==> config.mk <==
export PLATFORM = sky130hd
export DESIGN_NAME = smp_position_core
export DESIGN_NICKNAME = d
export VERILOG_FILES = /design/src/rtl/smp_pkg.sv /design/src/rtl/smp_word_if.sv /design/src/rtl/smp_serial_rx.sv /design/src/rtl/smp_position_core.sv
export SDC_FILE = /design/constraint.sdc
export NUM_CORES = 1
export LEC_CHECK = 0
export ABC_AREA = 1
export BUFFER_PORTS_ARGS = -buffer_cell sky130_fd_sc_hd__buf_2
export CAP_MARGIN = 20
export CORE_MARGIN = 1
export CORE_UTILIZATION = 56
export CTS_CLUSTER_DIAMETER = 60
export DETAILED_ROUTE_END_ITERATION = 6
export PLACE_DENSITY = 0.76
export SYNTH_ARGS = -nofsm -noshare
export SYNTH_HDL_FRONTEND = slang
export SYNTH_SLANG_ARGS = --single-unit
==> constraint.sdc <==
create_clock -name clk -period 1.9 [get_ports clk]
set_input_delay 0.095 -clock clk [delete_from_list [all_inputs] [get_ports clk]]
set_output_delay 0.095 -clock clk [all_outputs]
set_load 0.005 [all_outputs]
==> src/rtl/smp_pkg.sv <==
/*
  Shared constants, types and the phase lookup function for the serial
  microstep position block.
  Assumes a single clock domain; the serial link is sampled by that clock.
*/
package smp_pkg;

  // ==========================================================================
  // Command word layout
  // ==========================================================================
  localparam int unsigned SMP_WORD_W        = 16;
  localparam int unsigned SMP_ADDR_LSB      = 13;
  localparam int unsigned SMP_ADDR_W        = 3;
  localparam logic [2:0]  SMP_ADDR_RUN      = 3'h6;
  localparam logic [2:0]  SMP_ADDR_TABLE    = 3'h5;
  localparam int unsigned SMP_SC_W          = 6;
  localparam int unsigned SMP_CFG_LSB       = 6;
  localparam int unsigned SMP_CFG_W         = 7;
  localparam int unsigned SMP_RESTART_BIT   = 12;
  localparam logic [4:0]  SMP_BIT_COUNT     = 5'h10;

  // ==========================================================================
  // Step angle and phase table
  // ==========================================================================
  localparam int unsigned SMP_ANGLE_W       = 6;
  localparam int unsigned SMP_LEVEL_W       = 6;
  localparam int unsigned SMP_TABLE_N       = 16;
  localparam logic [5:0]  SMP_ANGLE_RESET   = 6'h00;
  localparam logic [5:0]  SMP_PHASE_SHIFT   = 6'h10;
  localparam logic [6:0]  SMP_CFG_RESET     = 7'h00;

  typedef logic [SMP_TABLE_N-1:0][SMP_LEVEL_W-1:0] smp_table_type;

  // Default quarter sinusoid, entry 0 rightmost.
  localparam smp_table_type SMP_PT_DEFAULT = {
    6'h3F, 6'h3F, 6'h3E, 6'h3C, 6'h3A, 6'h37, 6'h34, 6'h30,
    6'h2C, 6'h28, 6'h23, 6'h1D, 6'h17, 6'h12, 6'h0B, 6'h05};

  // Returns {reverse, level} of phase A at the given step angle.
  function automatic logic [6:0] smp_phase_lookup(input logic [5:0] angle, input smp_table_type tbl);
    logic [3:0] idx;
    logic [5:0] lvl;
    idx = angle[3:0];
    if (angle[4]) begin
      lvl = tbl[4'hF - idx];
    end else if (idx == 4'h0) begin
      lvl = 6'h00;
    end else begin
      lvl = tbl[idx - 4'h1];
    end
    return {angle[5], lvl};
  endfunction

endpackage

==> src/rtl/smp_word_if.sv <==
/*
  Carrier for a received command word from the serial receiver to the core.
  Assumes both ends run on the same clock.
*/
`timescale 1ns/10ps
interface smp_word_if;
  logic [15:0] word;
  logic        word_valid;
  modport rx   (output word, output word_valid);
  modport core (input word, input word_valid);
endinterface

==> src/rtl/smp_serial_rx.sv <==
/*
  Serial receiver: synchronises clock, data and strobe pins, shifts data on
  clock rising edges while the strobe is low, and offers the word on the
  strobe rising edge only if exactly 16 bits were shifted in.
  Assumes the link clock is much slower than clk.
*/
`timescale 1ns/10ps
module smp_serial_rx
  import smp_pkg::*;
(
  // Clock and reset
  input  wire logic clk,
  input  wire logic rst_n,
  // Serial pins
  input  wire logic serial_clock,
  input  wire logic serial_data_in,
  input  wire logic serial_strobe_n,
  // Word to core
  smp_word_if.rx    link
);

  typedef struct packed {
    logic [2:0]  sck;
    logic [1:0]  sdi;
    logic [2:0]  stb;
    logic [15:0] shift;
    logic [4:0]  count;
    logic [15:0] word;
    logic        valid;
  } smp_rx_state_type;

  smp_rx_state_type state_q;
  smp_rx_state_type state_d;

  always_comb begin
    state_d       = state_q;
    state_d.sck   = {state_q.sck[1:0], serial_clock};
    state_d.sdi   = {state_q.sdi[0], serial_data_in};
    state_d.stb   = {state_q.stb[1:0], serial_strobe_n};
    state_d.valid = 1'b0;
    // Frame start clears the bit count.
    if (state_q.stb[2] && !state_q.stb[1]) begin
      state_d.count = 5'h00;
    end else if (!state_q.stb[1] && state_q.sck[1] && !state_q.sck[2]) begin
      state_d.shift = {state_q.shift[14:0], state_q.sdi[1]};
      if (state_q.count != 5'h1F) begin
        state_d.count = state_q.count + 5'h01;
      end
    end
    // RULE8 RULE9: only strobe rise steps
    if (!state_q.stb[2] && state_q.stb[1] && state_q.count == SMP_BIT_COUNT) begin
      state_d.word  = state_q.shift;
      state_d.valid = 1'b1;
    end
  end

  always_ff @(posedge clk or negedge rst_n) begin
    if (!rst_n) begin
      state_q <= '{sck: 3'h0, sdi: 2'h0, stb: 3'h7, shift: 16'h0000, count: 5'h00,
                   word: 16'h0000, valid: 1'b0};
    end else begin
      state_q <= state_d;
    end
  end

  assign link.word       = state_q.word;
  assign link.word_valid = state_q.valid;

endmodule

==> src/rtl/smp_position_core.sv <==
/*
  Serial microstep position control: keeps the step angle number, applies
  step changes from run words, holds the loadable phase current table and
  drives the two phase levels and directions.
  Assumes a host on the four-wire serial link; no other control input.
*/
// Operation
// RULE1: All motion features reachable through serial link.
// RULE2: Step angle wraps modulo 64.
// RULE3: Low six run bits signed step change.
// RULE4: Plus one forward, minus one reverse microstep.
// RULE5: Host uses 16, 8, 4, 2 magnitudes.
// RULE6: Host repeats 000100 or 111100 for quarter.
// RULE7: Host sends full run word each time.
// RULE8: Step applied only on strobe rising edge.
// RULE9: Step rate follows strobe, not serial clock.
// RULE10: Phase table reloadable over serial link.
// RULE11: Unloaded table keeps default sinusoid.
// RULE12: Resolution selects ignored for serial motion.
// RULE13: Phase level is six-bit table value.
// RULE14: Exactly one step per completed run write.
`timescale 1ns/10ps
module smp_position_core
  import smp_pkg::*;
(
  // Clock and reset
  input  wire logic                   clk,
  input  wire logic                   rst_n,
  // Serial pins
  input  wire logic                   serial_clock,
  input  wire logic                   serial_data_in,
  input  wire logic                   serial_strobe_n,
  // Position and phase drive
  output logic [smp_pkg::SMP_ANGLE_W-1:0] step_angle,
  output logic [smp_pkg::SMP_LEVEL_W-1:0] phase_a_level,
  output logic                            phase_a_reverse,
  output logic [smp_pkg::SMP_LEVEL_W-1:0] phase_b_level,
  output logic                            phase_b_reverse,
  // Configuration and status
  output logic [smp_pkg::SMP_CFG_W-1:0]   run_config,
  output logic                            profile_loaded
);
  import smp_pkg::*;

  typedef struct packed {
    logic [5:0]    step;
    smp_table_type table_v;
    logic [3:0]    load_ptr;
    logic          loaded;
    logic [6:0]    cfg;
    logic [5:0]    a_level;
    logic          a_rev;
    logic [5:0]    b_level;
    logic          b_rev;
  } smp_core_state_type;

  smp_core_state_type state_q;
  smp_core_state_type state_d;
  smp_word_if         link ();

  smp_serial_rx u_rx (
    .clk             (clk),
    .rst_n           (rst_n),
    .serial_clock    (serial_clock),
    .serial_data_in  (serial_data_in),
    .serial_strobe_n (serial_strobe_n),
    .link            (link)
  );

  logic       run_write;
  logic       table_write;
  logic [6:0] a_look;
  logic [6:0] b_look;
  logic [5:0] next_step;

  // RULE1: decode by address
  assign run_write   = link.word_valid && link.word[15:13] == SMP_ADDR_RUN;
  assign table_write = link.word_valid && link.word[15:13] == SMP_ADDR_TABLE;
  // RULE2: six-bit sum wraps
  // RULE4: sign sets direction
  // RULE12: no resolution scaling
  assign next_step   = 6'(state_q.step + link.word[SMP_SC_W-1:0]);
  assign a_look      = smp_phase_lookup(state_q.step, state_q.table_v);
  assign b_look      = smp_phase_lookup(6'(state_q.step + SMP_PHASE_SHIFT), state_q.table_v);

  // ==========================================================================
  // Next state
  // ==========================================================================
  always_comb begin
    state_d = state_q;
    // RULE3: signed step change
    // RULE14: one step per write
    if (run_write) begin
      state_d.step = next_step;
      state_d.cfg  = link.word[SMP_CFG_LSB +: SMP_CFG_W];
    end
    // RULE10: sequential table load
    if (table_write) begin
      if (link.word[SMP_RESTART_BIT]) begin
        state_d.table_v[0] = link.word[SMP_LEVEL_W-1:0];
        state_d.load_ptr   = 4'h1;
      end else begin
        state_d.table_v[state_q.load_ptr] = link.word[SMP_LEVEL_W-1:0];
        state_d.load_ptr                  = state_q.load_ptr + 4'h1;
      end
      state_d.loaded = 1'b1;
    end
    // RULE13: table drives phase levels
    state_d.a_level = a_look[5:0];
    state_d.a_rev   = a_look[6];
    state_d.b_level = b_look[5:0];
    state_d.b_rev   = b_look[6];
  end

  // RULE11: default profile at reset
  always_ff @(posedge clk or negedge rst_n) begin
    if (!rst_n) begin
      state_q <= '{step: SMP_ANGLE_RESET, table_v: SMP_PT_DEFAULT, load_ptr: 4'h0, loaded: 1'b0,
                   cfg: SMP_CFG_RESET, a_level: 6'h00, a_rev: 1'b0, b_level: 6'h3F, b_rev: 1'b0};
    end else begin
      state_q <= state_d;
    end
  end

  assign step_angle      = state_q.step;
  assign phase_a_level   = state_q.a_level;
  assign phase_a_reverse = state_q.a_rev;
  assign phase_b_level   = state_q.b_level;
  assign phase_b_reverse = state_q.b_rev;
  assign run_config      = state_q.cfg;
  assign profile_loaded  = state_q.loaded;
endmodule

# [Yosys cells after proc, flatten, opt, wreduce, memory -nomap -nowiden]
# Index checks and enable logic that the tools add are counted.
[totals] inputBits=5 reg_bits=174 elab_cells=89 output_inout_bits=28
[op_classes] bitwise=2 n_lt_le_gt_ge=6 muxes=20 reduce_logical=18 eq_ne=4 add_sub_neg=8
[op_table] cell="$bmux W6 S4" n=4
[op_table] cell="$bwmux W96" n=1
[op_table] cell="$mux W6" n=9
[op_table] cell="$lt A4 B5 Y1 const B" n=5
[op_table] cell="$demux W6 S4" n=1
[op_table] cell="$mux W5" n=3
[op_table] cell="$mux W10" n=1
[op_table] cell="$logic_and A1 B1 Y1" n=8
[op_table] cell="$logic_not A4 Y1" n=2
[op_table] cell="$sub A4 B1 Y4 const B" n=2
[op_table] cell="$sub A4 B4 Y4 const A" n=2
[op_table] cell="$add A6 B5 Y6 const B" n=1
[op_table] cell="$add A6 B6 Y6" n=1
[op_table] cell="$eq A3 B3 Y1 const B" n=2
[op_table] cell="$reduce_and A2 Y1" n=3
[op_table] cell="$add A5 B1 Y5 const B" n=1
[op_table] cell="$eq A5 B5 Y1 const B" n=1
[op_table] cell="$ne A5 B5 Y1 const B" n=1
[op_table] cell="$add A4 B1 Y4 const B" n=1
[op_table] cell="$ge A4 B1 Y1 const B" n=1
[op_table] cell="$reduce_bool A2 Y1" n=2
[op_table] cell="$logic_not A1 Y1" n=3
[op_table] cell="$not A1 Y1" n=2
[op_table] cell="$mux W1" n=1

# [Longest topological paths before layout]
# Gate-level depths: netlist (run 1).
[logic_depth] ltp_word=6 ltp_mapped=14 ltp_nobuf=10

# [Cells and area by module]
# A second synthesis (run 1) with hierarchy kept.
[hier_totals] cells_unflattened=1047 area_unflattened_um2=8708.4
[by_module_without_submodules] module="smp_position_core" n_inst=1 area_per_inst_um2=6740.2 seq_area_each_um2=3283.1 cells_per_inst=840
[by_module_without_submodules] module="smp_serial_rx" n_inst=1 area_per_inst_um2=1968.1 seq_area_each_um2=1154.9 cells_per_inst=207

# [Worst setup path after synthesis (run 1)]
# OpenSTA, ideal clock, no wires.
[synth_path] path_kind="flip-flop to flip-flop" startpoint="register state_q (netlist bit step_angle[1])" endpoint="register state_q (netlist bit phase_a_level[1])" t_arrival_ns=1.997 path_stages_with_launch=12 setup_ns=0.119 n_path_buf=3 setup_slack_ns=-0.215 t_required_ns=1.781 period_less_slack_ns=2.115 cell_sequence="dfrtp_1 -> inv_1 -> clkbuf_1 -> ha_1 -> buf_2 -> inv_1 -> buf_2 -> nand3_1 -> nand3_1 -> nand3_1 -> nand4_1 -> nand2_1"
[synth_between] elab_chain_len=5 word_cells_on_any_way=9 cone_classes="add/sub (2); mux (6); reduce/logical (1)"
[synth_lines] element="from (decl)" line_no="smp_position_core.sv:57" text="smp_core_state_type state_q;"
[synth_lines] element="from (signal assigned)" line_no="smp_position_core.sv:118" text="state_q <= '{step: SMP_ANGLE_RESET, table_v: SMP_PT_DEFAULT, load_ptr: 4'h0, loaded: 1'b0,"
[synth_lines] element="from (signal assigned)" line_no="smp_position_core.sv:121" text="state_q <= state_d;"
[synth_lines] element="$sub A4 B1 Y4" line_no="smp_pkg.sv:49" text="lvl = tbl[idx - 4'h1];"
[synth_lines] element="$bmux W6 S4" line_no="smp_pkg.sv:49"
[synth_lines] element="$mux W6 (implied by the code)" line_no="smp_pkg.sv:49"
[synth_lines] element="$mux W6" line_no="smp_pkg.sv:46" text="end else if (idx == 4'h0) begin"
[synth_lines] element="$mux W6 *" line_no="smp_pkg.sv:44" text="if (angle[4]) begin"
[synth_lines] element="named net a_look[1]" line_no="smp_position_core.sv:72" text="logic [6:0] a_look;"
# The timed path passes the listed nets; every way through them passes the cells marked *. The select of a mux whose other input is x is not followed.
# A chain may end at the register's enable or synchronous reset.

# [Worst setup path after layout (run 1)]
[layout_path] startpoint="register u_rx.state_q (netlist bit u_rx.link.word[14])" endpoint="register state_q[83] in the netlist's numbering"
[layout_between] elab_chain_len=3
[layout_lines] element="from (decl)" line_no="smp_serial_rx.sv:32" text="smp_rx_state_type state_q;"
[layout_lines] element="from (signal assigned)" line_no="smp_serial_rx.sv:59" text="state_q <= '{sck: 3'h0, sdi: 2'h0, stb: 3'h7, shift: 16'h0000, count: 5'h00,"
[layout_lines] element="from (signal assigned)" line_no="smp_serial_rx.sv:62" text="state_q <= state_d;"
[layout_lines] element="$eq A3 B3 Y1" line_no="smp_position_core.sv:78" text="assign table_write = link.word_valid && link.word[15:13] == SMP_ADDR_TABLE;"
[layout_lines] element="$logic_and A1 B1 Y1" line_no="smp_position_core.sv:78"
[layout_lines] element="$reduce_and A2 Y1 (no line)"
# Every way passes these cells.

==> metrics.md, run 1 <==
| Metric | Value |
|---|---|
| Final Worst Setup Slack | a little over 0.1 ns |
| Reg2Reg Capture Point | state_q[83]$_DFFE_PN0P_ |
| Die ar. | 15860 µm² |
| DR DRC count | 3 |
| Startpoint class of the critical path | flop |
| Vias | around 7000 |
| Cell accounting for the most synthesized area | dfrtp_1 |
| Root buffer cell | clkbuf_16 |
| Period utilization | 94.68% |
| RR Startpoint | u_rx.link.word[14]$_DFFE_PN0P_ |
| Clock transition at the registers of the reported paths | 0.07 ns |
| Number of vias per cell | 5.770 |
| Worst Hold Class | input pin to async pin |
| Synthesized cell area | 8602 µm² |
| Total Power | 8.057 mW |
| Fin nets | 1034 |
| RePlAce Congestion | 0.9691 |
| First-pass GRT wire length | 35.00 mm |
| Die H | 125.9 µm |
| Crit path DAT | 2.10 ns |
| Sequential cell area | 4438 µm² |
| Floorplan row count | 44 |
| Yosys top cell area share | between 30 and 40% |
| Instance area at placement | 8752 µm² |
| Worst setup EP type | flop |
| R2R setup slack | 0.10 ns |
| Initial DRC count | 746 |
| Clock H-tree levels | 4 |
| Starting Density | 58.30% |
| Clk_skew | 0.008446 ns |
| Antenna Cells | 0 |
| Num ports | 33 |
| Largest cells by area after synthesis | dfrtp_1 31%, dfstp_2 20%, nand2_1 13% |
| Clk buf depth | 2 |
| Worst Hold Slack | between 0.1 and 0.15 ns |
| Final setup fails | 0 |
| Synthesis Warnings | 0 |
| TritonCTS clock tree | built |
| Largest net degree at the start of global routing | between 50 and 60 |
| Post-DP HPWL | 14.65 mm |
| Synthesized flop and latch total | 174 |
| Worst vdd ir | 0.8003 mV |
| Cts bufs inserted | 17 |
| WS Path Type | flop to flop |
| TritonCTS sink count | 174 |
| Grt total ovfl | 0 |
| Status | finished, violations left |
| Post-synthesis cell type count | 34 |
| Fin. max-slew vios | 0 |
| Port buffer count | 32 |
| Syn Inst Count | between 1000 and 1500 |
| Post-Layout Inst Area | around 9400 µm² |
| Vias in the first global route | 6707 |
| Fillers | 1243 |
| Initial antenna violation count | 0 |
| Crit Path Max Fanout | 12 |
| Non-Filler Instances | 1211 |
| Clk Latency, worst-skew pair | ~0.44 ns |
| Max Cap Violations | 0 |
| GRT Util Overall | between 20 and 30% |
| Syn_nets | 1028 |
| Syn-to-layout area delta | 9.498% |
| Core region area | 14750 µm² |
| Drt wl/cell | 17.59 µm |
| Area of the multi-input gates | between 3000 and 4000 µm² |
| Slew margin rel. | 67.35% |
| Final wirelength | 21.31 mm |
| Post-synthesis sequential area ratio | 51.59% |
| Pleak | 4.150 nW |
| Pwr dens | 855.4 nW/µm² |
| Placed cells | 1175 |
| Failing checks | design-rule violations |
| First-pass iteration count of the detailed router | 7 |
| Setup WS pre-CTS | 0.1494 ns |
| WP data required | 2.20 ns |
| Die Wd | 125.9 µm |
| Avg Inst Size Synth | 8.534 µm² |
| Layout cells sized above 1 | 20.06% |
| Fin crit period | 1.799 ns |
| Max Fclk | 0.5559 GHz |
| RSZ-0062 raised after global routing | true |
| Final count of hold timing violations | 0 |
| Worst-Margin Slew | 0.4885 ns |
| R2R cell count | 8 |
| Routed Antenna Nets | 0 |
## worst max-delay path: stages, from the launching register on
cell and delay (ns):
dfrtp_1 0.39, inv_1 0.10, nand2_2 0.07, nor2_4 0.16
nand2_4 0.10, clkinv_2 0.19, nand3_1 0.38, nand2_1 0.17
o21ai_0 0.10
## cell usage in the layout (no fill, tap or decap), types with 3 or more instances in the layout
cell,instances
dfrtp_1,107
nor3_1,5
a21oi_1,25
nand3b_1,5
buf_4,30
o211ai_1,5
o21ai_0,79
buf_2,31
inv_1,54
xor2_1,4
nand3_1,141
ha_1,13
nand3_4,4
inv_8,4
nand2_2,3
o21ai_2,15
o21ai_1,52
nor2_1,9
buf_6,3
inv_6,6
inv_2,3
dlygate4sd3_1,4
nand4_1,12
nand2_1,303
dfstp_2,67
nand3_2,5
clkbuf_16,17
## what timing repair did
| item | 4_1_cts | 5_1_grt |
|---|---|---|
| setup endpoints to repair | 0 | 15 |
| buffers inserted | 0 | 0 |
| hold buffers | 4 | 0 |
| endpoints found under the hold margin | 124 | 0 |
| gates resized for setup | 0 | 6 |
## kinds of logic (layout without fill, tap and decap cells)
family,after synthesis,after routing,synth area share (%)
xor gates and xnor gates,5,5,0.5091
DFF,174,174,51.59
buffers and inverters,142,161,8.742
adders and majority gates,15,15,2.269
and+or+nand+nor,495,495,25.77
AOI/OAI and AO/OA,177,177,11.11
## per-stage QoR
step | setup TNS, ns | utilization, %
floorplan | 0 | -
global placement | 0 | 59.32
detailed placement | 0 | 59.32
CTS | 0 | 63.72
global route | -0.4203 | 63.84
finish | 0 | 63.84
## power breakdown
group          internal [mW]  switching, mW  total [mW]
registers               3.81         0.0704        3.88
clock network           2.03           1.57        3.60
logic                  0.145          0.434       0.579
## how the worst max path moves through the flow
stage / slack [ns] / from / cells after the start / endpoint
3_5_place_dp: 0.15 / step_angle[0]$_DFFE_PN0P_ / 9 / phase_a_level[0]$_DFF_PN0_
2_1_floorplan: 0.009 / step_angle[0]$_DFFE_PN0P_ / 13 / phase_a_level[1]$_DFF_PN0_
5_1_grt: -0.07 / u_rx.link.word[14]$_DFFE_PN0P_ / 7 / state_q[85]$_DFFE_PN1P_
4_1_cts: 0.11 / u_rx.link.word[14]$_DFFE_PN0P_ / 7 / state_q[82]$_DFFE_PN1P_
6_report: 0.10 / u_rx.link.word[14]$_DFFE_PN0P_ / 8 / state_q[83]$_DFFE_PN0P_
3_3_place_gp: 0.18 / step_angle[1]$_DFFE_PN0P_ / 9 / phase_a_level[0]$_DFF_PN0_
## flip-flops by register name, indices dropped and copies added (netlist names)
name and count:
u_rx.link.word_valid 1, step_angle 6, phase_a_reverse 1, profile_loaded 1, phase_b_reverse 1, u_rx.link.word 16, phase_a_level 6, state_q 100
u_rx.state_d 5, u_rx.state_q 24, phase_b_level 6, run_config 7
## metal layers
layer	global-route usage, %	part of all wire (%)	vias up
li1	-	-	3327
met1	38.91	44	3346
met2	45.47	47	261
met3	5.268	5.7	53
met4	13.54	3.5	0
met5	0	0	-
## synth_stat cells
cell type and instances:
a21oi_1 25, buf_12 1, buf_2 17, buf_4 30, buf_6 9, clkbuf_1 26, clkinv_2 1, dfrtp_1 107
dfstp_2 67, fa_1 1, ha_1 14, inv_1 55, inv_2 3, nand2_1 304, nand2_2 2, nand2_4 1
nand3_1 141, nand3_2 5, nand3_4 4, nand3b_1 5, nand4_1 12, nor2_1 10, nor2_2 1, nor2_4 2
nor3_1 5, nor3_2 1, o211ai_1 5, o21ai_0 79, o21ai_1 52, o21ai_2 15, o22ai_1 1, or2_2 2
xnor2_1 1, xor2_1 4
## cell type report
cell class                 count  share of cell area, %
sequential                   174                  47.12
multi-input combinational    692                  36.30
timing repair buffer          70                  5.247
clock buffer                  18                  4.663
tap                          184                  2.444
inverter                      59                  2.418
clock inverter                14                  1.807
Power figures use the tool's default switching activity.
==> run 2, diff against run 1 <==
- CORE_UTILIZATION: 56 -> 65
- PLACE_DENSITY: 0.76 -> 0.89
- clock period: 1.9 -> 2.1 ns (I/O delays scaled with it)
==> run 2 against run 1 <==
  * The run now ends clean
  * Power down 12%
  * Via count up 0.47%
  * Register-to-register slack better by 0.09 ns
  * Clock power down 14%
  * Design area down 1.6%
  * Count of clock-buffer cells in the layout up 2
  * Combinational power down 9.8%
==> metrics.md, run 2 (synthesis results as in run 1) <==
| Metric | Value |
|---|---|
| Fin nets | roughly 1000 |
| RSZ-0062 raised after global routing | false |
| Floorplan row count | 41 |
| WS Path Type | flop to flop |
| Largest net degree at the start of global routing | 53 |
| Largest Register | state_q |
| Die ar. | between 10000 and 15000 µm² |
| Number of vias per cell | 5.919 |
| Cts bufs inserted | 17 |
| Worst Hold Slack | 0.1850 ns |
| Met3 WL | 1.436 mm |
| RePlAce Congestion | 0.9504 |
| Port buffer count | 32 |
| First-pass iteration count of the detailed router | 6 |
| Initial DRC count | 680 |
| Root buffer cell | clkbuf_16 |
| Total negative setup slack | 0 ns |
| WP data required | 2.44 ns |
| Reg2Reg Capture Point | state_q[80]$_DFFE_PN0P_ |
| Max FFs per register | 100 |
| Worst-Margin Slew | 0.7578 ns |
| R2R setup slack | 0.19 ns |
| Slew margin rel. | 49.42% |
| GRT Util Overall | around a third |
| Fin crit period | 1.909 ns |
| Final Worst Setup Slack | 0.1905 ns |
| Wl on met1 | 8.305 mm |
| Starting Density | 67.34% |
| Num ports | 33 |
| Core region area | between 10000 and 15000 µm² |
| Status | finished clean |
| Layout cells sized above 1 | 18.54% |
| Setup WS pre-CTS | 0.2601 ns |
| First-pass GRT wire length | between 30 and 40 mm |
| Highest routed layer | met4 |
| Antenna Cells | 0 |
| Worst setup EP type | flop |
| R2R cell count | 7 |
| Syn-to-layout area delta | 7.753% |
| Detail Route met2 WL | 9.687 mm |
| Max Cap Violations | 0 |
| Crit path DAT | 2.25 ns |
| Die H | 117.0 µm |
| Pleak | 4.072 nW |
| Period utilization | between 90 and 100% |
| RR Startpoint | u_rx.link.word[14]$_DFFE_PN0P_ |
| Setup crit start | u_rx.link.word[14]$_DFFE_PN0P_ |
| Startpoint class of the critical path | flop |
| Crit Path Max Fanout | 12 |
| Initial antenna violation count | 0 |
| Routed Antenna Nets | 0 |
| Most common cell after layout, fill and taps aside | nand2_1 |
| Most frequent cells in the layout | 304 x nand2_1, 141 x nand3_1, 107 x dfrtp_1 |
| Max Fclk | 0.5237 GHz |
| Clk buf depth | 2 |
| Final count of hold timing violations | 0 |
| Worst vdd ir | 0.7543 mV |
| Die Wd | 117.0 µm |
| DR DRC count | 0 |
| Clock H-tree levels | 4 |
| Clk_skew | approximately 0.0071 ns |
| Post-DP HPWL | about 14 mm |
| Drt wl/cell | 17.01 µm |
| TritonCTS sink count | 174 |
| End of the critical path | state_q[80]$_DFFE_PN0P_ |
| Worst Hold Class | input pin to async pin |
| TritonCTS clock tree | built |
| Grt total ovfl | 0 |
| Pwr dens | 767.1 nW/µm² |
| Clk Latency, worst-skew pair | around 0.44 ns |
| Vias | 7020 |
| Vias in the first global route | around 6600 |
| Fin. max-slew vios | 0 |
| Final setup fails | 0 |
| Layout Utilization | between 70% and 80% |
| Clock transition at the registers of the reported paths | 0.07 ns |
| Final wirelength | 20.17 mm |
-- run 2: through the flow --
stage	instances	instance area [µm²]	power, mW
after global routing	1186	9269	7.352
final	1186	9269	7.111
after floorplan	1008	8603	3.809
after global placement	1150	8650	4.048
after CTS	1186	9269	7.144
after detailed placement	1150	8650	4.071
-- run 2: metal layers --
layer  track usage [%]  vias to the layer above
li1                  -                     3290
met1             41.53                     3353
met2             51.99                      315
met3             7.261                       62
met4             15.53                        0
met5                 0                        -
-- run 2: where the power goes --
part | internal, mW | switching (mW) | leakage (nW) | total (mW)
clock network | 1.72 | 1.36 | 0.280 | 3.08
registers | 3.44 | 0.0673 | 2.16 | 3.51
logic | 0.119 | 0.403 | 1.63 | 0.522
total | 5.29 | 1.83 | 4.07 | 7.11
-- run 2: worst min path at each step --
stage | endpoint | slack [ns] | cells past startpoint
final | state_q[94]$_DFFE_PN0P_ | 0.19 | 2
after CTS | state_q[94]$_DFFE_PN0P_ | 0.20 | 2
after floorplan | phase_a_level[0]$_DFF_PN0_ | -0.19 | 0
after global routing | state_q[94]$_DFFE_PN0P_ | 0.23 | 2
after detailed placement | state_q[94]$_DFFE_PN0P_ | 0.08 | 1
after global placement | state_q[94]$_DFFE_PN0P_ | 0.09 | 1
-- run 2: timing repair --
action                    CTS  global route
resized for setup           0             0
setup buffers               0             0
hold endpoints to repair   52             0
hold buffers                4             0
-- run 2: final cells by class --
class	instances	area (µm²)
Clock inverter	12	122.6
Fill cell	914	3505
Timing Repair Buffer	57	401.6
Inverter	59	222.7
Multi-Input combinational cell	692	3412
Tap cell	172	215.2
Clock buffer	20	456.7
Sequential cell	174	4438
-- run 2: worst max-delay path, cell delays in order (launching register included) --
cell      delay [ns]
dfrtp_1         0.38
inv_1           0.10
nand2_2         0.07
nor2_4          0.16
nand2_4         0.10
clkinv_2        0.23
nand3_1         0.43
o21ai_0         0.33
==> run 3, diff against run 2 <==
- GPL_TIMING_DRIVEN: unset -> 0
==> run 3 against run 2 <==
  * Global-route usage increased by 3.5 points
  * Non-clock buffer count grew 69
  * Utilization up 4.5 points
  * Power rose by 0.42%
  * Design area rose by 6.3%
  * Cell count is 5.8% higher
  * Largest cell class unchanged
  * Clock power up 2%
  * Largest power group unchanged
  * Hold slack lost 0.041 ns
  * Maximum frequency decreased by 5.6%
  * Die area did not move
  * The run now ends with design-rule violations left
==> metrics.md, run 3 (synthesis results as in run 1) <==
| Metric | Value |
|---|---|
| Largest net degree at the start of global routing | around 130 |
| R2R setup slack | 0.08 ns |
| Worst vdd ir | between 0.7 and 0.8 mV |
| DR DRC count | 19 |
| Total negative setup slack | 0 ns |
| Failing checks | design-rule violations |
| Num ports | 33 |
| Area of the multi-input gates | 3427 µm² |
| Clk pwr share | approximately 44% |
| Comb pwr share | a little under 7% |
| Die ar. | 13700 µm² |
| Most frequent cells in the layout | 304 x nand2_1, 138 x nand3_1, 105 x dfrtp_1 |
| Die Wd | 117.0 µm |
| Layout cells sized above 1 | 22.25% |
| Fin crit period | 2.023 ns |
| Most common cell after layout, fill and taps aside | nand2_1 |
| GRT Util Overall | between 30% and 40% |
| Max FFs per register | 100 |
| Initial DRC count | 793 |
| Fin nets | about 1100 |
| Antenna Cells | 0 |
| Initial antenna violation count | 0 |
| WP data required | 2.41 ns |
| Period utilization | 96.32% |
| Crit path DAT | 2.33 ns |
| Drt wl/cell | ~18 µm |
| Die H | around 120 µm |
| Crit Path Max Fanout | 10 |
| Final setup fails | 0 |
| Syn-to-layout area delta | 14.50% |
| Worst Hold Class | input pin to async pin |
| RSZ-0062 raised after global routing | false |
| Final count of hold timing violations | 0 |
| Clk_skew | 0.01062 ns |
| Post-DP HPWL | 15.44 mm |
| Fillers | 877 |
| Clock transition at the registers of the reported paths | 0.06 ns |
| Pint | 5.345 mW |
| Floorplan row count | around 40 |
| Root buffer cell | clkbuf_16 |
| Sequential cell area | 4441 µm² |
| Grt total ovfl | 0 |
| Startpoint class of the critical path | flop |
| RR Startpoint | step_angle[0]$_DFFE_PN0P_ |
| Final wirelength | around 23 mm |
| Max Cap Violations | 0 |
| Layout Utilization | 77.11% |
| Routed Antenna Nets | 0 |
| RePlAce Congestion | 0.9786 |
| WS Path Type | flop to flop |
| TritonCTS sink count | 174 |
| Vias | 7420 |
| Largest Register | state_q |
| First-pass iteration count of the detailed router | 7 |
| Cts bufs inserted | 17 |
| Sequential Power Share | 49.2% |
| TritonCTS clock tree | built |
| Worst setup EP type | flop |
| Status | finished, violations left |
| Clock H-tree levels | 4 |
| Core region area | 12770 µm² |
| Number of vias per cell | 5.912 |
| Port buffer count | 32 |
| First-pass GRT wire length | about 36 mm |
| Slew margin rel. | 51.87% |
| Fin. max-slew vios | 0 |
| Starting Density | about two thirds |
| Max Fclk | between 0.4 and 0.5 GHz |
| Vias in the first global route | 7153 |
| Pwr dens | roughly 720 nW/µm² |
| Total Power | 7.141 mW |
| Clk Latency, worst-skew pair | 0.44 ns |
| Pleak | 4.385 nW |
| R2R cell count | 12 |
| Switching power total | ~1.8 mW |
| Worst-Margin Slew | 0.7220 ns |
| Worst Hold Slack | 0.1442 ns |
| Sw Ratio | about a quarter |
| Clk buf depth | 2 |
| Reg2Reg Capture Point | phase_a_level[0]$_DFF_PN0_ |
==> run 3: cell count changes in the layout (fill, tap and decap cells not counted), sizes merged <==
cell and change:
buf +40, bufinv +1, clkbuf +30, clkinv +4, clkinvlp -1, inv -5
==> run 3: layout make-up <==
| class | count | area share [%] |
|---|---|---|
| sequential | 174 | 45.08 |
| multi-input combinational | 692 | 34.79 |
| buffer | 82 | 6.085 |
| clock buffer | 21 | 4.573 |
| timing repair buffer | 44 | 3.481 |
| inverter | 59 | 2.414 |
| tap | 172 | 2.185 |
| clock inverter | 11 | 1.385 |
==> run 3: layer usage <==
layer  global-route usage (%)  vias up  wire, µm
met5                        0        -         0
met4                    17.97        0      1027
met3                    7.827       89      1799
met2                    58.62      385     10920
met1                    45.13     3502      8901
li1                         -     3444         -
==> run 3: worst max-delay path by stage <==
stage / startpoint / endpoint / slack (ns) / depth (start not counted)
5_1_grt: step_angle[0]$_DFFE_PN0P_ / phase_b_level[1]$_DFF_PN1_ / 0.003 / 12
4_1_cts: step_angle[0]$_DFFE_PN0P_ / phase_a_level[5]$_DFF_PN0_ / 0.01 / 12
6_report: step_angle[0]$_DFFE_PN0P_ / phase_a_level[0]$_DFF_PN0_ / 0.08 / 12
3_3_place_gp: rst_n / u_rx.link.word[8]$_DFFE_PN0P_ / -1.59 / 1
2_1_floorplan: step_angle[0]$_DFFE_PN0P_ / phase_a_level[1]$_DFF_PN0_ / 0.05 / 13
3_5_place_dp: step_angle[1]$_DFFE_PN0P_ / phase_a_level[3]$_DFF_PN0_ / -0.69 / 10
==> run 3: power by group through the flow <==
stage | Combinational [mW] | Sequential (mW) | Clock [mW]
2_1_floorplan | 0.262 | 3.55 | 0
3_3_place_gp | 0.450 | 3.56 | 0
3_5_place_dp | 0.470 | 3.56 | 0
4_1_cts | 0.482 | 3.51 | 3.17
5_1_grt | 0.547 | 3.52 | 3.28
6_report | 0.491 | 3.51 | 3.14
==> run 3: through the flow <==
stage,worst slack (ns),instances,cell area [µm²]
finish,0.07718,1255,9849
global route,0.002794,1255,9849
CTS,0.01362,1250,9713
detailed placement,-0.6887,1213,9016
global placement,-1.593,1212,8979
floorplan,0.05191,1008,8603
==> run 3: what timing repair did <==
item                       CTS  global route
setup buffers                2             2
hold buffers                 4             0
hold endpoints to repair    47             0
setup endpoints to repair   12            12
cloned                       0             3
gates resized for setup     21            18
pin swaps                    0             3
==> run 3: critical path, stage by stage, from the launching register on <==
cell	delay [ns]
dfrtp_1	0.37
buf_6	0.15
inv_4	0.06
buf_12	0.14
ha_1	0.30
buf_6	0.15
clkinv_8	0.08
buf_8	0.12
nand3_1	0.09
nand3_1	0.12
nand3_2	0.12
nand4_1	0.12
nand2_1	0.08
